File: src/shared/aar_pkg.sv
/*
  Shared constants, codes and carrier types of the auto-ack, retry and
  address filter assist. Assumes a 20 MHz core clock.
*/
`default_nettype none
package aar_pkg;
  // Timing, symbol based
  localparam int unsigned AAR_CLK_NS = 50;
  localparam int unsigned AAR_SYMBOL_NS = 16000;
  localparam int unsigned AAR_SYM_CYCLES = AAR_SYMBOL_NS / AAR_CLK_NS;
  localparam int unsigned AAR_TRIG_DELAY_NS = 16000;
  localparam logic [5:0] AAR_TRIG_SYMBOLS = 6'(AAR_TRIG_DELAY_NS / AAR_SYMBOL_NS);
  localparam logic [5:0] AAR_ACK_TURN_SYMBOLS = 6'h0C;
  localparam logic [5:0] AAR_SHORT_ACK_SYMBOLS = 6'h02;
  localparam logic [5:0] AAR_SLOT_SYMBOLS = 6'h06;
  localparam logic [5:0] AAR_ACK_TIMEOUT_SYMBOLS = 6'h36;
  // Transaction result codes
  localparam logic [2:0] AAR_RES_OK = 3'h0;
  localparam logic [2:0] AAR_RES_OK_PEND = 3'h1;
  localparam logic [2:0] AAR_RES_AWAIT_ACK = 3'h2;
  localparam logic [2:0] AAR_RES_BUSY = 3'h3;
  localparam logic [2:0] AAR_RES_NO_ACK = 3'h5;
  localparam logic [2:0] AAR_RES_INVALID = 3'h7;
  localparam logic [2:0] AAR_NO_CSMA = 3'h7;
  localparam int unsigned AAR_ACK_REQ_BIT = 5;
  // Operating modes
  localparam logic [1:0] AAR_MODE_OFF = 2'h0;
  localparam logic [1:0] AAR_MODE_RX = 2'h1;
  localparam logic [1:0] AAR_MODE_TX = 2'h2;
  // Register byte offsets
  localparam logic [5:0] AAR_OFS_RETRY_CTRL = 6'h00;
  localparam logic [5:0] AAR_OFS_ACK_CTRL = 6'h04;
  localparam logic [5:0] AAR_OFS_MODE = 6'h08;
  localparam logic [5:0] AAR_OFS_FILT_CTRL = 6'h0C;
  localparam logic [5:0] AAR_OFS_IRQ_MASK2 = 6'h10;
  localparam logic [5:0] AAR_OFS_BASE_ADDR = 6'h14;
  localparam logic [5:0] AAR_OFS_BASE_CTRL = 6'h18;
  localparam logic [5:0] AAR_OFS_EXT_LO = 6'h1C;
  localparam logic [5:0] AAR_OFS_EXT_HI = 6'h20;
  localparam logic [5:0] AAR_OFS_FILT0 = 6'h24;
  localparam logic [3:0] AAR_FILT_EN_RST = 4'h1;
  localparam logic [15:0] AAR_BROADCAST = 16'hFFFF;

  typedef enum logic [3:0] {
    AAR_ST_IDLE = 4'h0,
    AAR_ST_RX_LISTEN = 4'h1,
    AAR_ST_RX_BUSY = 4'h2,
    AAR_ST_ACK_TURN = 4'h3,
    AAR_ST_ACK_SLOT = 4'h4,
    AAR_ST_ACK_ARMED = 4'h5,
    AAR_ST_ACK_TRIG = 4'h6,
    AAR_ST_ACK_TX = 4'h7,
    AAR_ST_TX_READY = 4'h8,
    AAR_ST_TX_CCA = 4'h9,
    AAR_ST_TX_SEND = 4'hA,
    AAR_ST_TX_ACKWAIT = 4'hB
  } aar_state_type;

  typedef struct packed {
    logic sfd;
    logic frameEnd;
    logic fcsOk;
    logic needsAck;
    logic isAck;
    logic ackPending;
    logic dstNone;
    logic dstIsExt;
    logic [15:0] dstShort;
    logic [15:0] dstPan;
    logic [15:0] srcPan;
    logic [63:0] dstExt;
  } aar_rx_type;

  typedef struct packed {
    logic txDone;
    logic ccaDone;
    logic ccaClear;
    logic [7:0] octet1;
  } aar_tx_type;

  typedef struct packed {
    logic ackTxStart;
    logic ackPendBit;
    logic frameTxStart;
    logic ccaStart;
    logic rxOn;
  } aar_phy_out_type;

  typedef struct packed {
    logic rxEnd;
    logic txEnd;
    logic [3:0] match;
    logic combined;
  } aar_irq_type;
endpackage
`default_nettype wire

File: src/hw/aar_symbol_timer.sv
/*
  Symbol period timer: counts a loaded number of symbol periods and
  pulses on expiry. Assumes the symbol count loaded is nonzero.
*/
`timescale 1ns/1ps
`default_nettype none
module aar_symbol_timer import aar_pkg::*; #(
  parameter int unsigned CYCLES_PER_SYMBOL = AAR_SYM_CYCLES
) (
  input wire logic core_clk,
  input wire logic nrst,
  input wire logic start,
  input wire logic [5:0] symbols,
  output logic expired
);
  typedef struct packed {
    logic run;
    logic [15:0] cyc;
    logic [5:0] sym;
    logic expired;
  } aar_tmr_state_type;

  aar_tmr_state_type q, d;

  always_comb begin
    d = q;
    d.expired = 1'b0;
    if (start) begin
      d.run = 1'b1;
      d.cyc = 16'h0000;
      d.sym = symbols;
    end else if (q.run) begin
      if (q.cyc == 16'(CYCLES_PER_SYMBOL - 1)) begin
        d.cyc = 16'h0000;
        if (q.sym == 6'h01) begin
          d.run = 1'b0;
          d.expired = 1'b1;
        end else begin
          d.sym = q.sym - 6'h01;
        end
      end else begin
        d.cyc = q.cyc + 16'h0001;
      end
    end
  end

  always_ff @(posedge core_clk or negedge nrst) begin
    if (!nrst) begin
      q <= '0;
    end else begin
      q <= d;
    end
  end

  assign expired = q.expired;
endmodule
`default_nettype wire

File: src/hw/aar_addr_filter.sv
/*
  Parallel destination address filters, one per PAN. Combinational;
  assumes the receive fields are stable at frame end.
*/
`timescale 1ns/1ps
`default_nettype none
module aar_addr_filter import aar_pkg::*; #(
  parameter int unsigned NUM_FILTERS = 4
) (
  input wire logic [NUM_FILTERS-1:0] filtEn,
  input wire logic [NUM_FILTERS-1:0] coord,
  input wire logic [NUM_FILTERS-1:0][15:0] shortAddr,
  input wire logic [NUM_FILTERS-1:0][15:0] panId,
  input wire logic [63:0] extAddr,
  input wire aar_rx_type rx,
  output logic [NUM_FILTERS-1:0] match
);
  logic extHit;
  assign extHit = rx.dstIsExt && (rx.dstExt == extAddr);

  genvar i;
  generate
    for (i = 0; i < NUM_FILTERS; i++) begin : gFilt
      logic panHit;
      logic addrHit;
      logic srcOnlyHit;
      assign panHit = (rx.dstPan == panId[i]) || (rx.dstPan == AAR_BROADCAST);
      assign addrHit = rx.dstIsExt ? extHit :
                       ((rx.dstShort == shortAddr[i]) || (rx.dstShort == AAR_BROADCAST));
      // Source-only frames pass for a coordinator of the same PAN
      assign srcOnlyHit = coord[i] && (rx.srcPan == panId[i]);
      assign match[i] = filtEn[i] && (rx.dstNone ? srcOnlyHit : (panHit && addrHit));
    end
  endgenerate
endmodule
`default_nettype wire

File: src/hw/aar_mac_assist.sv
/*
  Auto-ack receive, multiple address filter and transmit with retry
  assist, with an Avalon-MM register slave.
  Assumes a radio datapath that reports start of frame, frame end, CCA
  and transmit completion as one-cycle pulses on core_clk.
*/
// The address map and the Avalon-MM interface to the registers are this design's own decisions.
// What this block does
// - Slotted ack waits for sleepTrigger input
// - Slotted: await code six symbols after frame
// - Ack starts 16 us after trigger
// - Short turnaround sends ack after two symbols
// - Busy on start delimiter, receive-end on completion
// - Default ack after twelve symbols
// - Four parallel filters, shared extended address
// - Filter zero aliases base address storage
// - Filter zero enabled after reset
// - Per-filter coordinator and pending-data bits
// - Per-filter match interrupt under its mask
// - Combined match interrupt when enabled
// - Retry: CCA, send, transmit-end at finish
// - Channel busy past limit: abort, code 3
// - Ack request read from octet one bit 5
// - Await only ack; result 0 or 1
// - Ack timeout 54 symbols, retry, code 5
// - Entering retry mode sets result 7
// - No ack requested: end at once, 0
// - Channel limit 7: single attempt, no CCA
`timescale 1ns/1ps
`default_nettype none
module aar_mac_assist import aar_pkg::*; #(
  parameter int unsigned SYM_CYCLES = AAR_SYM_CYCLES,
  parameter int unsigned NUM_FILTERS = 4
) (
  input wire logic core_clk,
  input wire logic nrst,
  input wire logic [5:0] address,
  input wire logic read,
  input wire logic write,
  input wire logic [31:0] writedata,
  output logic [31:0] readdata,
  output logic waitrequest,
  input wire logic sleepTrigger,
  input wire aar_rx_type rx,
  input wire aar_tx_type tx,
  output aar_phy_out_type phy,
  output aar_irq_type irq
);
  typedef struct packed {
    aar_state_type st;
    logic [2:0] result;
    logic slotted;
    logic [2:0] csmaLimit;
    logic [3:0] frameLimit;
    logic shortAck;
    logic [1:0] mode;
    logic [3:0] filtEn;
    logic [3:0] coord;
    logic [3:0] pend;
    logic [3:0] amiMask;
    logic combEn;
    logic [3:0][15:0] fShort;
    logic [3:0][15:0] fPan;
    logic [63:0] ext;
    logic [2:0] csmaCnt;
    logic [3:0] frameCnt;
    logic waitReq;
    logic [31:0] rdata;
    aar_phy_out_type phy;
    aar_irq_type irq;
  } aar_core_state_type;

  aar_core_state_type q, d;
  logic [3:0] match;
  logic tmrStart;
  logic [5:0] tmrSymbols;
  logic tmrExpired;
  logic wrAcc;
  logic txCmd;
  logic [31:0] rdVal;

  aar_addr_filter #(.NUM_FILTERS(NUM_FILTERS)) uFilter (
    .filtEn(q.filtEn),
    .coord(q.coord),
    .shortAddr(q.fShort),
    .panId(q.fPan),
    .extAddr(q.ext),
    .rx(rx),
    .match(match)
  );

  aar_symbol_timer #(.CYCLES_PER_SYMBOL(SYM_CYCLES)) uTimer (
    .core_clk(core_clk),
    .nrst(nrst),
    .start(tmrStart),
    .symbols(tmrSymbols),
    .expired(tmrExpired)
  );

  // Write takes effect on the edge that the master sees waitrequest low
  assign wrAcc = write && !q.waitReq;
  assign txCmd = wrAcc && (address == AAR_OFS_MODE) && writedata[2] && (q.mode == AAR_MODE_TX);

  // Read mux
  always_comb begin
    rdVal = 32'h0000_0000;
    if (address == AAR_OFS_RETRY_CTRL) begin
      rdVal = {21'h000000, q.frameLimit, q.csmaLimit, q.slotted, q.result};
    end else if (address == AAR_OFS_ACK_CTRL) begin
      rdVal = {31'h0000_0000, q.shortAck};
    end else if (address == AAR_OFS_MODE) begin
      rdVal = {24'h000000, q.st, 2'h0, q.mode};
    end else if (address == AAR_OFS_FILT_CTRL) begin
      rdVal = {20'h00000, q.pend, q.coord, q.filtEn};
    end else if (address == AAR_OFS_IRQ_MASK2) begin
      rdVal = {27'h0000000, q.combEn, q.amiMask};
    end else if (address == AAR_OFS_BASE_ADDR) begin
      rdVal = {q.fPan[0], q.fShort[0]};
    end else if (address == AAR_OFS_BASE_CTRL) begin
      rdVal = {30'h0000_0000, q.pend[0], q.coord[0]};
    end else if (address == AAR_OFS_EXT_LO) begin
      rdVal = q.ext[31:0];
    end else if (address == AAR_OFS_EXT_HI) begin
      rdVal = q.ext[63:32];
    end else begin
      for (int i = 0; i < 4; i++) begin
        if (address == AAR_OFS_FILT0 + 6'(4 * i)) begin
          rdVal = {q.fPan[i], q.fShort[i]};
        end
      end
    end
  end

  always_comb begin
    d = q;
    d.phy.ackTxStart = 1'b0;
    d.phy.frameTxStart = 1'b0;
    d.phy.ccaStart = 1'b0;
    d.irq = '0;
    tmrStart = 1'b0;
    tmrSymbols = AAR_ACK_TURN_SYMBOLS;

    // Avalon slave: one wait cycle, then answer
    if (q.waitReq) begin
      if (read || write) begin
        d.waitReq = 1'b0;
        d.rdata = rdVal;
      end
    end else begin
      d.waitReq = 1'b1;
    end

    case (q.st)
      AAR_ST_IDLE: begin
        d.phy.rxOn = 1'b0;
      end
      AAR_ST_RX_LISTEN: begin
        d.phy.rxOn = 1'b1;
        if (rx.sfd) begin
          d.st = AAR_ST_RX_BUSY;
        end
      end
      AAR_ST_RX_BUSY: begin
        if (rx.frameEnd) begin
          d.st = AAR_ST_RX_LISTEN;
          if (!rx.isAck && (|match)) begin
            d.irq.match = match & q.amiMask;
            d.irq.combined = q.combEn;
          end
          if (rx.fcsOk && !rx.isAck && (|match)) begin
            d.irq.rxEnd = 1'b1;
            if (rx.needsAck) begin
              d.phy.ackPendBit = |(match & q.pend);
              tmrStart = 1'b1;
              if (q.slotted) begin
                tmrSymbols = AAR_SLOT_SYMBOLS;
                d.st = AAR_ST_ACK_SLOT;
              end else begin
                tmrSymbols = q.shortAck ? AAR_SHORT_ACK_SYMBOLS : AAR_ACK_TURN_SYMBOLS;
                d.st = AAR_ST_ACK_TURN;
              end
            end
          end
        end
      end
      AAR_ST_ACK_TURN: begin
        if (tmrExpired) begin
          d.phy.ackTxStart = 1'b1;
          d.st = AAR_ST_ACK_TX;
        end
      end
      AAR_ST_ACK_SLOT: begin
        if (tmrExpired) begin
          d.result = AAR_RES_AWAIT_ACK;
          d.st = AAR_ST_ACK_ARMED;
        end
      end
      AAR_ST_ACK_ARMED: begin
        if (sleepTrigger) begin
          tmrStart = 1'b1;
          tmrSymbols = AAR_TRIG_SYMBOLS;
          d.st = AAR_ST_ACK_TRIG;
        end
      end
      AAR_ST_ACK_TRIG: begin
        if (tmrExpired) begin
          d.phy.ackTxStart = 1'b1;
          d.st = AAR_ST_ACK_TX;
        end
      end
      AAR_ST_ACK_TX: begin
        d.phy.rxOn = 1'b0;
        if (tx.txDone) begin
          d.irq.txEnd = 1'b1;
          d.st = AAR_ST_RX_LISTEN;
        end
      end
      AAR_ST_TX_READY: begin
        d.phy.rxOn = 1'b0;
        if (sleepTrigger || txCmd) begin
          d.csmaCnt = 3'h0;
          d.frameCnt = 4'h0;
          if (q.csmaLimit == AAR_NO_CSMA) begin
            d.phy.frameTxStart = 1'b1;
            d.st = AAR_ST_TX_SEND;
          end else begin
            d.phy.ccaStart = 1'b1;
            d.st = AAR_ST_TX_CCA;
          end
        end
      end
      AAR_ST_TX_CCA: begin
        d.phy.rxOn = 1'b0;
        if (tx.ccaDone) begin
          if (tx.ccaClear) begin
            d.phy.frameTxStart = 1'b1;
            d.st = AAR_ST_TX_SEND;
          end else if (q.csmaCnt == q.csmaLimit) begin
            d.result = AAR_RES_BUSY;
            d.irq.txEnd = 1'b1;
            d.st = AAR_ST_TX_READY;
          end else begin
            d.csmaCnt = q.csmaCnt + 3'h1;
            d.phy.ccaStart = 1'b1;
          end
        end
      end
      AAR_ST_TX_SEND: begin
        if (tx.txDone) begin
          if (tx.octet1[AAR_ACK_REQ_BIT]) begin
            tmrStart = 1'b1;
            tmrSymbols = AAR_ACK_TIMEOUT_SYMBOLS;
            d.phy.rxOn = 1'b1;
            d.st = AAR_ST_TX_ACKWAIT;
          end else begin
            d.result = AAR_RES_OK;
            d.irq.txEnd = 1'b1;
            d.st = AAR_ST_TX_READY;
          end
        end
      end
      AAR_ST_TX_ACKWAIT: begin
        // Other frames are ignored while waiting for the ack
        if (rx.frameEnd && rx.isAck && rx.fcsOk) begin
          d.result = rx.ackPending ? AAR_RES_OK_PEND : AAR_RES_OK;
          d.irq.txEnd = 1'b1;
          d.phy.rxOn = 1'b0;
          d.st = AAR_ST_TX_READY;
        end else if (tmrExpired) begin
          d.phy.rxOn = 1'b0;
          if ((q.csmaLimit == AAR_NO_CSMA) || (q.frameCnt == q.frameLimit)) begin
            d.result = AAR_RES_NO_ACK;
            d.irq.txEnd = 1'b1;
            d.st = AAR_ST_TX_READY;
          end else begin
            d.frameCnt = q.frameCnt + 4'h1;
            d.csmaCnt = 3'h0;
            d.phy.ccaStart = 1'b1;
            d.st = AAR_ST_TX_CCA;
          end
        end
      end
      default: begin
        d.st = AAR_ST_IDLE;
      end
    endcase

    // Register writes; a mode change overrides the sequence above
    if (wrAcc) begin
      if (address == AAR_OFS_RETRY_CTRL) begin
        d.slotted = writedata[3];
        d.csmaLimit = writedata[6:4];
        d.frameLimit = writedata[10:7];
      end else if (address == AAR_OFS_ACK_CTRL) begin
        d.shortAck = writedata[0];
      end else if (address == AAR_OFS_MODE) begin
        if (writedata[1:0] != q.mode) begin
          d.mode = writedata[1:0];
          d.phy.rxOn = 1'b0;
          if (writedata[1:0] == AAR_MODE_TX) begin
            d.result = AAR_RES_INVALID;
            d.st = AAR_ST_TX_READY;
          end else if (writedata[1:0] == AAR_MODE_RX) begin
            d.st = AAR_ST_RX_LISTEN;
          end else begin
            d.st = AAR_ST_IDLE;
          end
        end
      end else if (address == AAR_OFS_FILT_CTRL) begin
        d.filtEn = writedata[3:0];
        d.coord = writedata[7:4];
        d.pend = writedata[11:8];
      end else if (address == AAR_OFS_IRQ_MASK2) begin
        d.amiMask = writedata[3:0];
        d.combEn = writedata[4];
      end else if (address == AAR_OFS_BASE_ADDR) begin
        d.fShort[0] = writedata[15:0];
        d.fPan[0] = writedata[31:16];
      end else if (address == AAR_OFS_BASE_CTRL) begin
        d.coord[0] = writedata[0];
        d.pend[0] = writedata[1];
      end else if (address == AAR_OFS_EXT_LO) begin
        d.ext[31:0] = writedata;
      end else if (address == AAR_OFS_EXT_HI) begin
        d.ext[63:32] = writedata;
      end else begin
        for (int i = 0; i < 4; i++) begin
          if (address == AAR_OFS_FILT0 + 6'(4 * i)) begin
            d.fShort[i] = writedata[15:0];
            d.fPan[i] = writedata[31:16];
          end
        end
      end
    end
  end

  always_ff @(posedge core_clk or negedge nrst) begin
    if (!nrst) begin
      q <= '0;
      q.filtEn <= AAR_FILT_EN_RST;
      q.waitReq <= 1'b1;
    end else begin
      q <= d;
    end
  end

  assign readdata = q.rdata;
  assign waitrequest = q.waitReq;
  assign phy = q.phy;
  assign irq = q.irq;
endmodule
`default_nettype wire

File: config.mk
export PLATFORM = sky130hd
export DESIGN_NAME = aar_mac_assist
export DESIGN_NICKNAME = d
export VERILOG_FILES = /design/src/shared/aar_pkg.sv /design/src/hw/aar_symbol_timer.sv /design/src/hw/aar_addr_filter.sv /design/src/hw/aar_mac_assist.sv
export SDC_FILE = /design/constraint.sdc
export NUM_CORES = 1
export LEC_CHECK = 0
export ABC_AREA = 1
export BUFFER_PORTS_ARGS = -buffer_cell sky130_fd_sc_hd__buf_4
export CORE_ASPECT_RATIO = 1.4
export CORE_MARGIN = 2
export CORE_UTILIZATION = 45
export CTS_BUF_LIST = sky130_fd_sc_hd__clkbuf_4 sky130_fd_sc_hd__clkbuf_8
export DETAILED_ROUTE_END_ITERATION = 8
export PLACE_DENSITY_LB_ADDON = 0.2
export SETUP_SLACK_MARGIN = 0.1
export SLEW_MARGIN = 20
export SYNTH_ARGS = -nofsm -noshare
export SYNTH_HDL_FRONTEND = slang
export SYNTH_SLANG_ARGS = --single-unit
File: constraint.sdc
create_clock -name core_clk -period 2.4 [get_ports core_clk]
set_input_delay 0.12 -clock core_clk [delete_from_list [all_inputs] [get_ports core_clk]]
set_output_delay 0.12 -clock core_clk [all_outputs]
set_load 0.02 [all_outputs]
==> flow_summary.yaml, run 1 <==
status:
  status: "complete, but fails checks"
  violations: "negative setup slack"
global_routing:
  overflow: 0
  grt_max_degree: 89
  gr-usage-all-layers_pct: 30.1
  grt_pass1_wl_um: 100000
  grt_antenna_before_repair: 3
  grt_pass1_vias: 18405
route:
  highest-signal-layer: "met5"
  via_per_inst: 5.29
  drtPass1Iterations: 6
  wl_met2_um: 32900
  dr_wl_met3_um: 3060
  met1_length_um: 25200
  drtIter0Drc: 1127
  vias: 18311
  drc: 0
  wl_per_cell_um: 18.6
  drt-total-wl_um: 64500
  ant_nets: 0
cts:
  cts.sinks: 303
  cts_buffers: 50
  ctsRootBufferMaster: "clkbuf_8"
  cts_tree: "built"
  clkTransAtPathRegs_ps: 70
  htreeDepth: 2
  clkLatencyLatePin_ps: 620
  clockBufferDepth: 3
worst_setup_path:
  rr_endpoint: "uTimer.q[22]"
  r2r_start: "q[213]"
  crit_path_max_incr_delay_ps: 410
  crit_buf_inv: 3
  slowest_stage: "dfrtp_1"
  crit_fanout: 8
  start_kind: "flip-flop"
  end_kind: "flip-flop"
  r2r_slack_ps: -20
  rr_worst_depth: 17
  critPathTopFamily: "simple AND/OR/NAND/NOR gates"
  critical_path_class: "flip-flop to flip-flop"
  crit_arrival_ps: 2930
  cp_cell_sequence: "xnor2_1 -> nand4_1 -> nor2_1 -> nand2_1 -> nand2_1 -> nand2_1 -> inv_1 -> nand2_1 -> nand2_1 -> nand2_1 -> nand2_1 -> inv_2 -> nand2_4 -> nand4_4 -> nand2_8 -> inv_8 -> and3_4"
  cp.required_ps: 2910
  crit_top_cell: "nand2_1"
logic_synthesis:
  synth-edff-count: 0
  async_reset_ff_share_pct: 100
  synth_top_area_share_pct: 40.7
  synth.area.top_cells: "dfrtp_1, nand2_1, o21ai_0"
  synthesis.area_um2: 18500
  ys_warn_count: 0
  synth_ff_type: "dfrtp_1"
  yosysTopAreaCell: "dfrtp_1"
  avgSynthCellArea_um2: 7.20
  synthDistinctLibCells: 55
  synth_seq_cells: 303
  syn_nets: 2752
  ys_seq_area_share_pct: 40.9
  syn_inst: 2573
run:
  drv_cap: 0
timing:
  period_minus_slack_ps: 2420
  worst_slack_ps: -18.8
  max_slew_margin_pct: 44.6
  slew_violations: 0
  period_share_pct: 101
  finalSetupViolations: 8
  tightest_slew_ps: 831
  fmax_ghz: 0.413
  finalHoldViolations: 0
  finalClockSkew_ps: 29.9
  rsz0062_at_grt: "true"
die:
  initial_core_util_pct: 45.7
  io_pins: 219
  core_area_um2: 40500
  dieHeight_um: 244
  dieArea_um2: 42800
  rows: 87
  chipWidth_um: 175
power:
  ir_worst_vdd_v: 0.000447
  power.leakage_nw: 11.2
  power_density_nw_per_um2: 660
  finalPower_mw: 15.2
min_path:
  hold_depth: 7
  hold_path_class: "input port to flip-flop"
  min_from: "rx[112]"
  hold-path-endpoint: "irq[4]"
place:
  dpl.hpwl_um: 48600
  gp_congestion: 0.926
  port_buffers: 211
  place_inst: 3318
  detailedPlace.worstSlack_ps: -274
  place_area_um2: 21300
finish:
  layout-drive-gt1-share_pct: 18.8
  layout.cells.non_filler: 3461
  syn_to_final_growth_pct: 24.8
  antenna_cells: 0
  fin_area_um2: 23100
  fin_nets: 3070
==> timing repair <==
item,in CTS,in global routing
setup buffers,3,5
setup endpoints to repair,34,35
hold buffers,47,0
pin swaps,22,22
gates resized for setup,24,36
endpoints found under the hold margin,283,0
==> worst max path at each step <==
stage                start            to  slack (ps)  cells past startpoint
global placement    q[121]  uTimer.q[21]        -240                     14
CTS                  q[53]  uTimer.q[22]          50                     21
floorplan            q[63]  uTimer.q[22]         440                     18
global route         q[74]   uTimer.q[1]        -190                     23
detailed placement  q[121]  uTimer.q[18]        -270                     14
finish              q[213]  uTimer.q[22]         -20                     17
==> final cells by class <==
type	instances	area, µm²
clock inverter	6	37.5
inverter	310	1170
clock buffer	82	1020
tap	534	668
fill	3953	17400
sequential	303	7590
multi-input combinational	1807	9190
timing repair buffer	419	3440
==> through the flow <==
stage	util, %	hold slack (ps)	TNS [ps]
2_1_floorplan	-	-176	0
3_3_place_gp	52.7	223	-5420
3_5_place_dp	52.7	224	-6600
4_1_cts	56.7	13.9	0
5_1_grt	57.1	49.4	-5090
6_report	57.1	29.7	-76.7
==> state kept, by name, summed over array words and instances, names as in the netlist <==
register and flops:
q 234, readdata 32, uTimer.q 23, irq 7, phy 5, uTimer.expired 1, waitrequest 1
==> per-layer routing <==
metal / GRT usage [%] / vias to the layer above
met5: 0 / -
met4: 14.9 / 6
met3: 3.67 / 184
met2: 53.9 / 598
met1: 35.2 / 8616
li1: - / 8907
==> worst min-delay path, cell delays in order <==
cell     delay (ps)
buf_4            90
nand2_2          80
nand2_2          60
nand2_2          50
nand2_2          60
buf_4           100
nor3_1           40
==> synth_stat cells, drive strengths merged, types with 19 or more instances <==
| cell type | count |
|---|---|
| nor3 | 19 |
| nand4 | 35 |
| buf | 75 |
| o22ai | 38 |
| clkbuf | 78 |
| o21ai | 335 |
| xor2 | 82 |
| dfrtp | 301 |
| nor2 | 239 |
| inv | 308 |
| nand3 | 79 |
| nand2 | 706 |
| a21oi | 88 |
| xnor2 | 76 |
==> placed cells by master, fill, tap and decap left out, types with 34 or more instances in the layout <==
cell type	synthesis	final
buf_4	44	355
nand4_1	34	34
dfrtp_1	301	299
xor2_1	82	82
dlygate4sd3_1	0	47
o21ai_0	331	329
nand2_1	704	683
xnor2_1	76	76
nand3_1	78	73
o22ai_1	38	37
inv_1	298	295
nor2_1	230	215
a21oi_1	82	81
clkbuf_8	0	65
==> cells by family (layout without fill, tap and decap cells) <==
logic type      after synthesis  in the layout  synth area share (%)
compound gates              548            548                  16.6
xor+xnor                    158            158                  7.47
fa+ha+maj                     5              5                 0.338
buf+inv                     463            817                  10.6
flops                       303            303                  40.9
simple gates               1096           1096                  24.0
==> where the power goes <==
| part | internal (mW) | switching (mW) | leakage (nW) |
|---|---|---|---|
| logic | 1.69 | 2.18 | 6.57 |
| registers | 5.78 | 0.730 | 4.06 |
| clock network | 2.68 | 2.18 | 0.570 |
Power figures use the tool's default switching activity.
==> run 2: changes to the inputs <==
--- a/config.mk
+++ b/config.mk
@@ -8,7 +8,6 @@
 export ABC_AREA = 1
 export BUFFER_PORTS_ARGS = -buffer_cell sky130_fd_sc_hd__buf_4
 export CORE_ASPECT_RATIO = 1.4
-export CORE_MARGIN = 2
 export CORE_UTILIZATION = 45
 export CTS_BUF_LIST = sky130_fd_sc_hd__clkbuf_4 sky130_fd_sc_hd__clkbuf_8
 export DETAILED_ROUTE_END_ITERATION = 8
==> constraint.sdc (replaced) <==
create_clock -name core_clk -period 2.9 [get_ports core_clk]
set_input_delay 0.29 -clock core_clk [delete_from_list [all_inputs] [get_ports core_clk]]
set_output_delay 0.29 -clock core_clk [all_outputs]
set_load 0.02 [all_outputs]
==> run 2 against run 1 <==
Against the previous run:
- register-to-register slack better by 340 ps
- critical path depth up 4
- the flow now finishes without violations
- via count down 3.6%
- flip-flop and latch count is the same
- clock skew is 6.2 ps higher
- global-route usage down 0.26 points
- total power is 18% lower
- core utilization shrank 3.1 points
- setup slack better by 340 ps
==> flow_summary.yaml, run 2 (same netlist as run 1, synthesis figures left out) <==
worst_setup_path:
  crit_buf_inv: 3
  cp.required_ps: 3410
  rr_endpoint: "uTimer.q[2]"
  r2r_start: "q[106]"
  crit_path_max_incr_delay_ps: 380
  start_kind: "flip-flop"
  rr_worst_depth: 21
  critPathTopFamily: "simple AND/OR/NAND/NOR gates"
  critical_path_class: "flip-flop to flip-flop"
  slowest_stage: "dfrtp_1"
  r2r_slack_ps: 320
  crit_top_cell: "nand2_1"
  end_kind: "flip-flop"
  crit_arrival_ps: 3090
  cp_cell_sequence: "inv_1 -> nand2_1 -> nand2_1 -> nor2_1 -> nand2_1 -> nor2_1 -> nand2_1 -> nor2_1 -> nand2_1 -> nand2_1 -> nand2_1 -> nand2_1 -> nand2_1 -> nand2_1 -> inv_2 -> nand2_4 -> nand4_4 -> nand2_4 -> inv_4 -> nand2_1 -> nand3_1"
  crit_fanout: 8
cts:
  cts_buffers: 52
  cts.sinks: 303
  clkTransAtPathRegs_ps: 60
  cts_tree: "built"
  htreeDepth: 2
  clkLatencyLatePin_ps: 630
  cts_setup_buffers: 0
  clockBufferDepth: 3
  ctsRootBufferMaster: "clkbuf_8"
route:
  drtPass1Iterations: 5
  vias: 17654
  drtIter0Drc: 1164
  drc: 0
  wl_per_cell_um: 18.8
  drt-total-wl_um: 62500
  ant_nets: 0
  via_per_inst: 5.31
timing:
  period_share_pct: 89.0
  fmax_ghz: 0.387
  finalSetupViolations: 0
  rsz0062_at_grt: "false"
  tightest_slew_ps: 958
  finalHoldViolations: 0
  finalClockSkew_ps: 36.1
  max_slew_margin_pct: 36.1
  tns_ps: 0
  slew_violations: 0
  period_minus_slack_ps: 2580
  worst_slack_ps: 318
die:
  rows: 87
  core_area_um2: 40400
  chipWidth_um: 173
  dieArea_um2: 42000
  initial_core_util_pct: 45.9
  dieHeight_um: 242
  io_pins: 219
place:
  dpl.hpwl_um: 46800
  detailedPlace.worstSlack_ps: 218
  port_buffers: 211
  gp_congestion: 0.977
power:
  power.leakage_nw: 10.5
  ir_worst_vdd_v: 0.000338
  power_density_nw_per_um2: 572
run:
  drv_cap: 0
finish:
  regMostFlops: "q"
  fin_nets: 2931
  fill_cells: 3953
  layout-drive-gt1-share_pct: 14.7
  multiInputGateArea_um2: 9040
  final_util_pct: 54.0
  syn_to_final_growth_pct: 17.6
  final_cell_mix: "nand2_1, o21ai_0, dfrtp_1"
  mostFrequentLayoutCell: "nand2_1"
  largest_reg_flops: 234
  seqCellArea_um2: 7590
status:
  status: "finished, final reports clean"
min_path:
  hold_path_class: "input port to flip-flop"
  min_from: "writedata[24]"
  hold_depth: 3
  hold-path-endpoint: "q[124]"
global_routing:
  gr-usage-all-layers_pct: 29.8
  grt_max_degree: 76
  grt_antenna_before_repair: 0
  grt_pass1_wl_um: 96800
  grt_pass1_vias: 17512
  overflow: 0
==> run 2: cell count changes in the layout (fill, tap and decap cells not counted), moves of 3 or more <==
cell and delta:
nand2_2 -13, nand3_1 +4, inv_1 +3, nand3_2 -4
inv_2 -3, nor2_4 -3, nand2_1 +15, nor2_2 -4
buf_12 -5, nor2_1 +7, dlygate4sd3_1 -34, buf_4 -98
buf_6 -4
==> run 2: what timing repair did <==
action | 4_1_cts | 5_1_grt
hold buffers | 13 | 0
endpoints found under the hold margin | 88 | 0
endpoints found under the setup margin | 0 | 30
resized for setup | 0 | 7
==> run 2: worst max-delay path by stage <==
| stage | start | end | slack, ps | cells past startpoint |
|---|---|---|---|---|
| after floorplan | rx[87] | uTimer.q[22] | 920 | 18 |
| after global placement | rx[21] | uTimer.q[22] | 240 | 20 |
| after detailed placement | rx[21] | uTimer.q[2] | 220 | 21 |
| after CTS | q[73] | uTimer.q[2] | 240 | 21 |
| after global routing | q[73] | phy[3] | 120 | 20 |
| final | q[106] | uTimer.q[2] | 320 | 21 |
==> run 2: layout make-up <==
class | instances | area share (%)
Antenna cell | 1 | 0.0115
Clock buffer | 83 | 4.75
Clock inverter | 8 | 0.367
Inverter | 310 | 5.35
Multi-Input combinational cell | 1807 | 41.5
Sequential cell | 303 | 34.8
Tap cell | 534 | 3.07
Timing Repair Buffer | 278 | 10.2
==> run 2: layer usage <==
metal	global-route usage [%]	routed length, µm
met4	14.1	2690
met3	3.44	2620
met1	34.2	24700
met2	54.6	32500
met5	0	0
==> run 2: metrics by stage <==
| step | instance area [µm²] | power, mW | std cells | hold slack (ps) |
|---|---|---|---|---|
| 4_1_cts | 21800 | 12.5 | 3323 | 3.02 |
| 5_1_grt | 21800 | 13.1 | 3323 | 22.6 |
| 3_5_place_dp | 20500 | 8.33 | 3219 | 310 |
| 3_3_place_gp | 20500 | 8.25 | 3219 | 314 |
| 6_report | 21800 | 12.5 | 3324 | 20.7 |
| 2_1_floorplan | 18500 | 7.29 | 2573 | -5.59 |
==> run 2: worst reg2reg max path: stages, from the launching register on <==
cell	delay [ps]
dfrtp_1	380
inv_1	70
nand2_1	60
nand2_1	50
nor2_1	170
nand2_1	120
nor2_1	190
nand2_1	130
nor2_1	120
nand2_1	60
nand2_1	110
nand2_1	80
nand2_1	90
nand2_1	80
nand2_1	90
inv_2	40
nand2_4	110
nand4_4	100
nand2_4	190
inv_4	80
nand2_1	60
nand3_1	80
==> run 2: report_power, final <==
group	leakage, nW	switching (mW)	total [mW]	internal (mW)
combinational	5.80	1.68	2.87	1.19
sequential	4.06	0.650	5.43	4.78
clock	0.589	1.82	4.17	2.35
==> run 3: changes to the inputs <==
--- a/config.mk
+++ b/config.mk
@@ -11,6 +11,7 @@
 export CORE_UTILIZATION = 45
 export CTS_BUF_LIST = sky130_fd_sc_hd__clkbuf_4 sky130_fd_sc_hd__clkbuf_8
 export DETAILED_ROUTE_END_ITERATION = 8
+export MAX_ROUTING_LAYER = met4
 export PLACE_DENSITY_LB_ADDON = 0.2
 export SETUP_SLACK_MARGIN = 0.1
 export SLEW_MARGIN = 20
==> run 3 against run 2 <==
Against the previous run:
- sequential share of layout area fell by 0.079 points
- global-route usage up 1.0 points
- register-to-register slack hardly changed
- flip-flop and latch count unchanged
- sequential power is essentially flat
- combinational power is essentially flat
- core utilization up 0.11 points
- clock power rose by 5.0%
- setup slack got worse by 1.6 ps
- critical path depth is 4 lower
- fmax about the same
- largest power group unchanged
==> flow_summary.yaml, run 3 (same netlist as run 1, synthesis figures left out) <==
die:
  initial_core_util_pct: 45.9
  dieArea_um2: 42000
  rows: 87
  dieHeight_um: 242
  core_area_um2: 40400
  io_pins: 219
  chipWidth_um: 173
finish:
  layout-drive-gt1-share_pct: 14.8
  largest_reg_flops: 234
  antenna_cells: 0
  final_util_pct: 54.1
  layout.cells.non_filler: 3319
  regMostFlops: "q"
  mostFrequentLayoutCell: "nand2_1"
  final_cell_mix: "nand2_1, o21ai_0, dfrtp_1"
  fin_nets: 2926
  fill_cells: 3998
  syn_to_final_growth_pct: 17.9
power:
  power.leakage_nw: 10.5
  finalPower_mw: 12.7
  power_density_nw_per_um2: 581
  ir_worst_vdd_v: 0.000365
timing:
  period_share_pct: 89.1
  period_minus_slack_ps: 2580
  max_slew_margin_pct: 35.9
  tightest_slew_ps: 960
  slew_violations: 0
  rsz0062_at_grt: "false"
  finalHoldViolations: 0
  finalSetupViolations: 0
  fmax_ghz: 0.387
  tns_ps: 0
  worst_hold_slack_ps: 16.6
  finalClockSkew_ps: 26.8
worst_setup_path:
  critical_path_class: "flip-flop to flip-flop"
  r2r_start: "q[213]"
  start_kind: "flip-flop"
  end_kind: "flip-flop"
  rr_endpoint: "uTimer.q[22]"
  r2r_slack_ps: 320
  cp.required_ps: 3390
  crit_arrival_ps: 3080
  rr_worst_depth: 17
  crit_fanout: 8
route:
  ant_nets: 0
  via_per_inst: 5.35
  drt-total-wl_um: 63300
  drc: 0
  vias: 17764
  drtPass1Iterations: 5
  wl_per_cell_um: 19.1
  drtIter0Drc: 1378
cts:
  cts_buffers: 52
  clockBufferDepth: 3
  ctsRootBufferMaster: "clkbuf_8"
  cts.sinks: 303
  cts_setup_buffers: 0
  clkTransAtPathRegs_ps: 60
  cts_tree: "built"
  htreeDepth: 2
  clkLatencyLatePin_ps: 630
global_routing:
  grt_pass1_wl_um: 97100
  grt_antenna_before_repair: 0
  grt_pass1_vias: 17588
  overflow: 0
  grt_max_degree: 73
  gr-usage-all-layers_pct: 30.8
status:
  status: "finished, final reports clean"
run:
  drv_cap: 0
min_path:
  min_from: "writedata[27]"
  hold_depth: 3
  hold-path-endpoint: "q[111]"
  hold_path_class: "input port to flip-flop"
place:
  gp_congestion: 1.01
  port_buffers: 211
  place_inst: 3219
  dpl.hpwl_um: 47200
[run 3: cell count changes in the layout (fill, tap and decap cells not counted), moves of 2 or more]
cell / delta
buf_12: +3
dlygate4sd3_1: -5
clkbuf_4: -4
buf_4: -3
nor2_1: -2
bufinv_16: +4
nor2_2: +2
clkinv_2: +6
clkbuf_8: -4
[run 3: cell type report]
type                       count  area, µm²  area share, %
clock buffer                  75        951           4.35
tap                          534        668           3.06
inverter                     310       1170           5.34
clock inverter                17        218          0.997
timing repair buffer         273       2200           10.1
sequential                   303       7580           34.7
multi-input combinational   1807       9050           41.4
[run 3: stage by stage]
step           instance area (µm²)  setup WS [ps]
2_1_floorplan                18500            919
3_3_place_gp                 20600            250
3_5_place_dp                 20600            189
4_1_cts                      21800            173
5_1_grt                      21800            102
6_report                     21800            316
[run 3: critical path, cell delays in order, from the launching register on]
cell and delay, ps:
dfrtp_1 410, xnor2_1 280, nand4_1 140, nor2_1 420, nand2_1 110, nand2_1 80, nand2_1 60, inv_1 50
nand2_1 40, nand2_1 60, nand2_1 60, nand2_1 80, inv_2 50, nand2_4 100, nand4_4 100, nand2_4 190
inv_4 80, and3_1 150
[run 3: routing by layer]
| metal | global-route usage, % | share of wire, % |
|---|---|---|
| met5 | - | 0 |
| met4 | 14.6 | 5.5 |
| met3 | 3.84 | 4.6 |
| met2 | 55.1 | 51 |
| met1 | 33.7 | 39 |
[run 3: how the worst max path moves through the flow]
stage                      start            to  slack, ps
after CTS                  q[73]  uTimer.q[22]        170
after global routing       q[66]        phy[3]        100
after floorplan           rx[87]  uTimer.q[22]        920
after detailed placement  rx[21]  uTimer.q[22]        190
after global placement    rx[21]  uTimer.q[22]        250
final                     q[213]  uTimer.q[22]        320
[run 3: what timing repair did]
item	in CTS	in global routing
gates resized for setup	0	9
endpoints found under the hold margin	74	0
hold buffers	8	0
setup endpoints to repair	0	34
[run 3: report_power, final]
group / internal [mW] / switching (mW)
Sequential: 4.78 / 0.649
Clock: 2.55 / 1.83
Combinational: 1.19 / 1.69
Total: 8.52 / 4.17
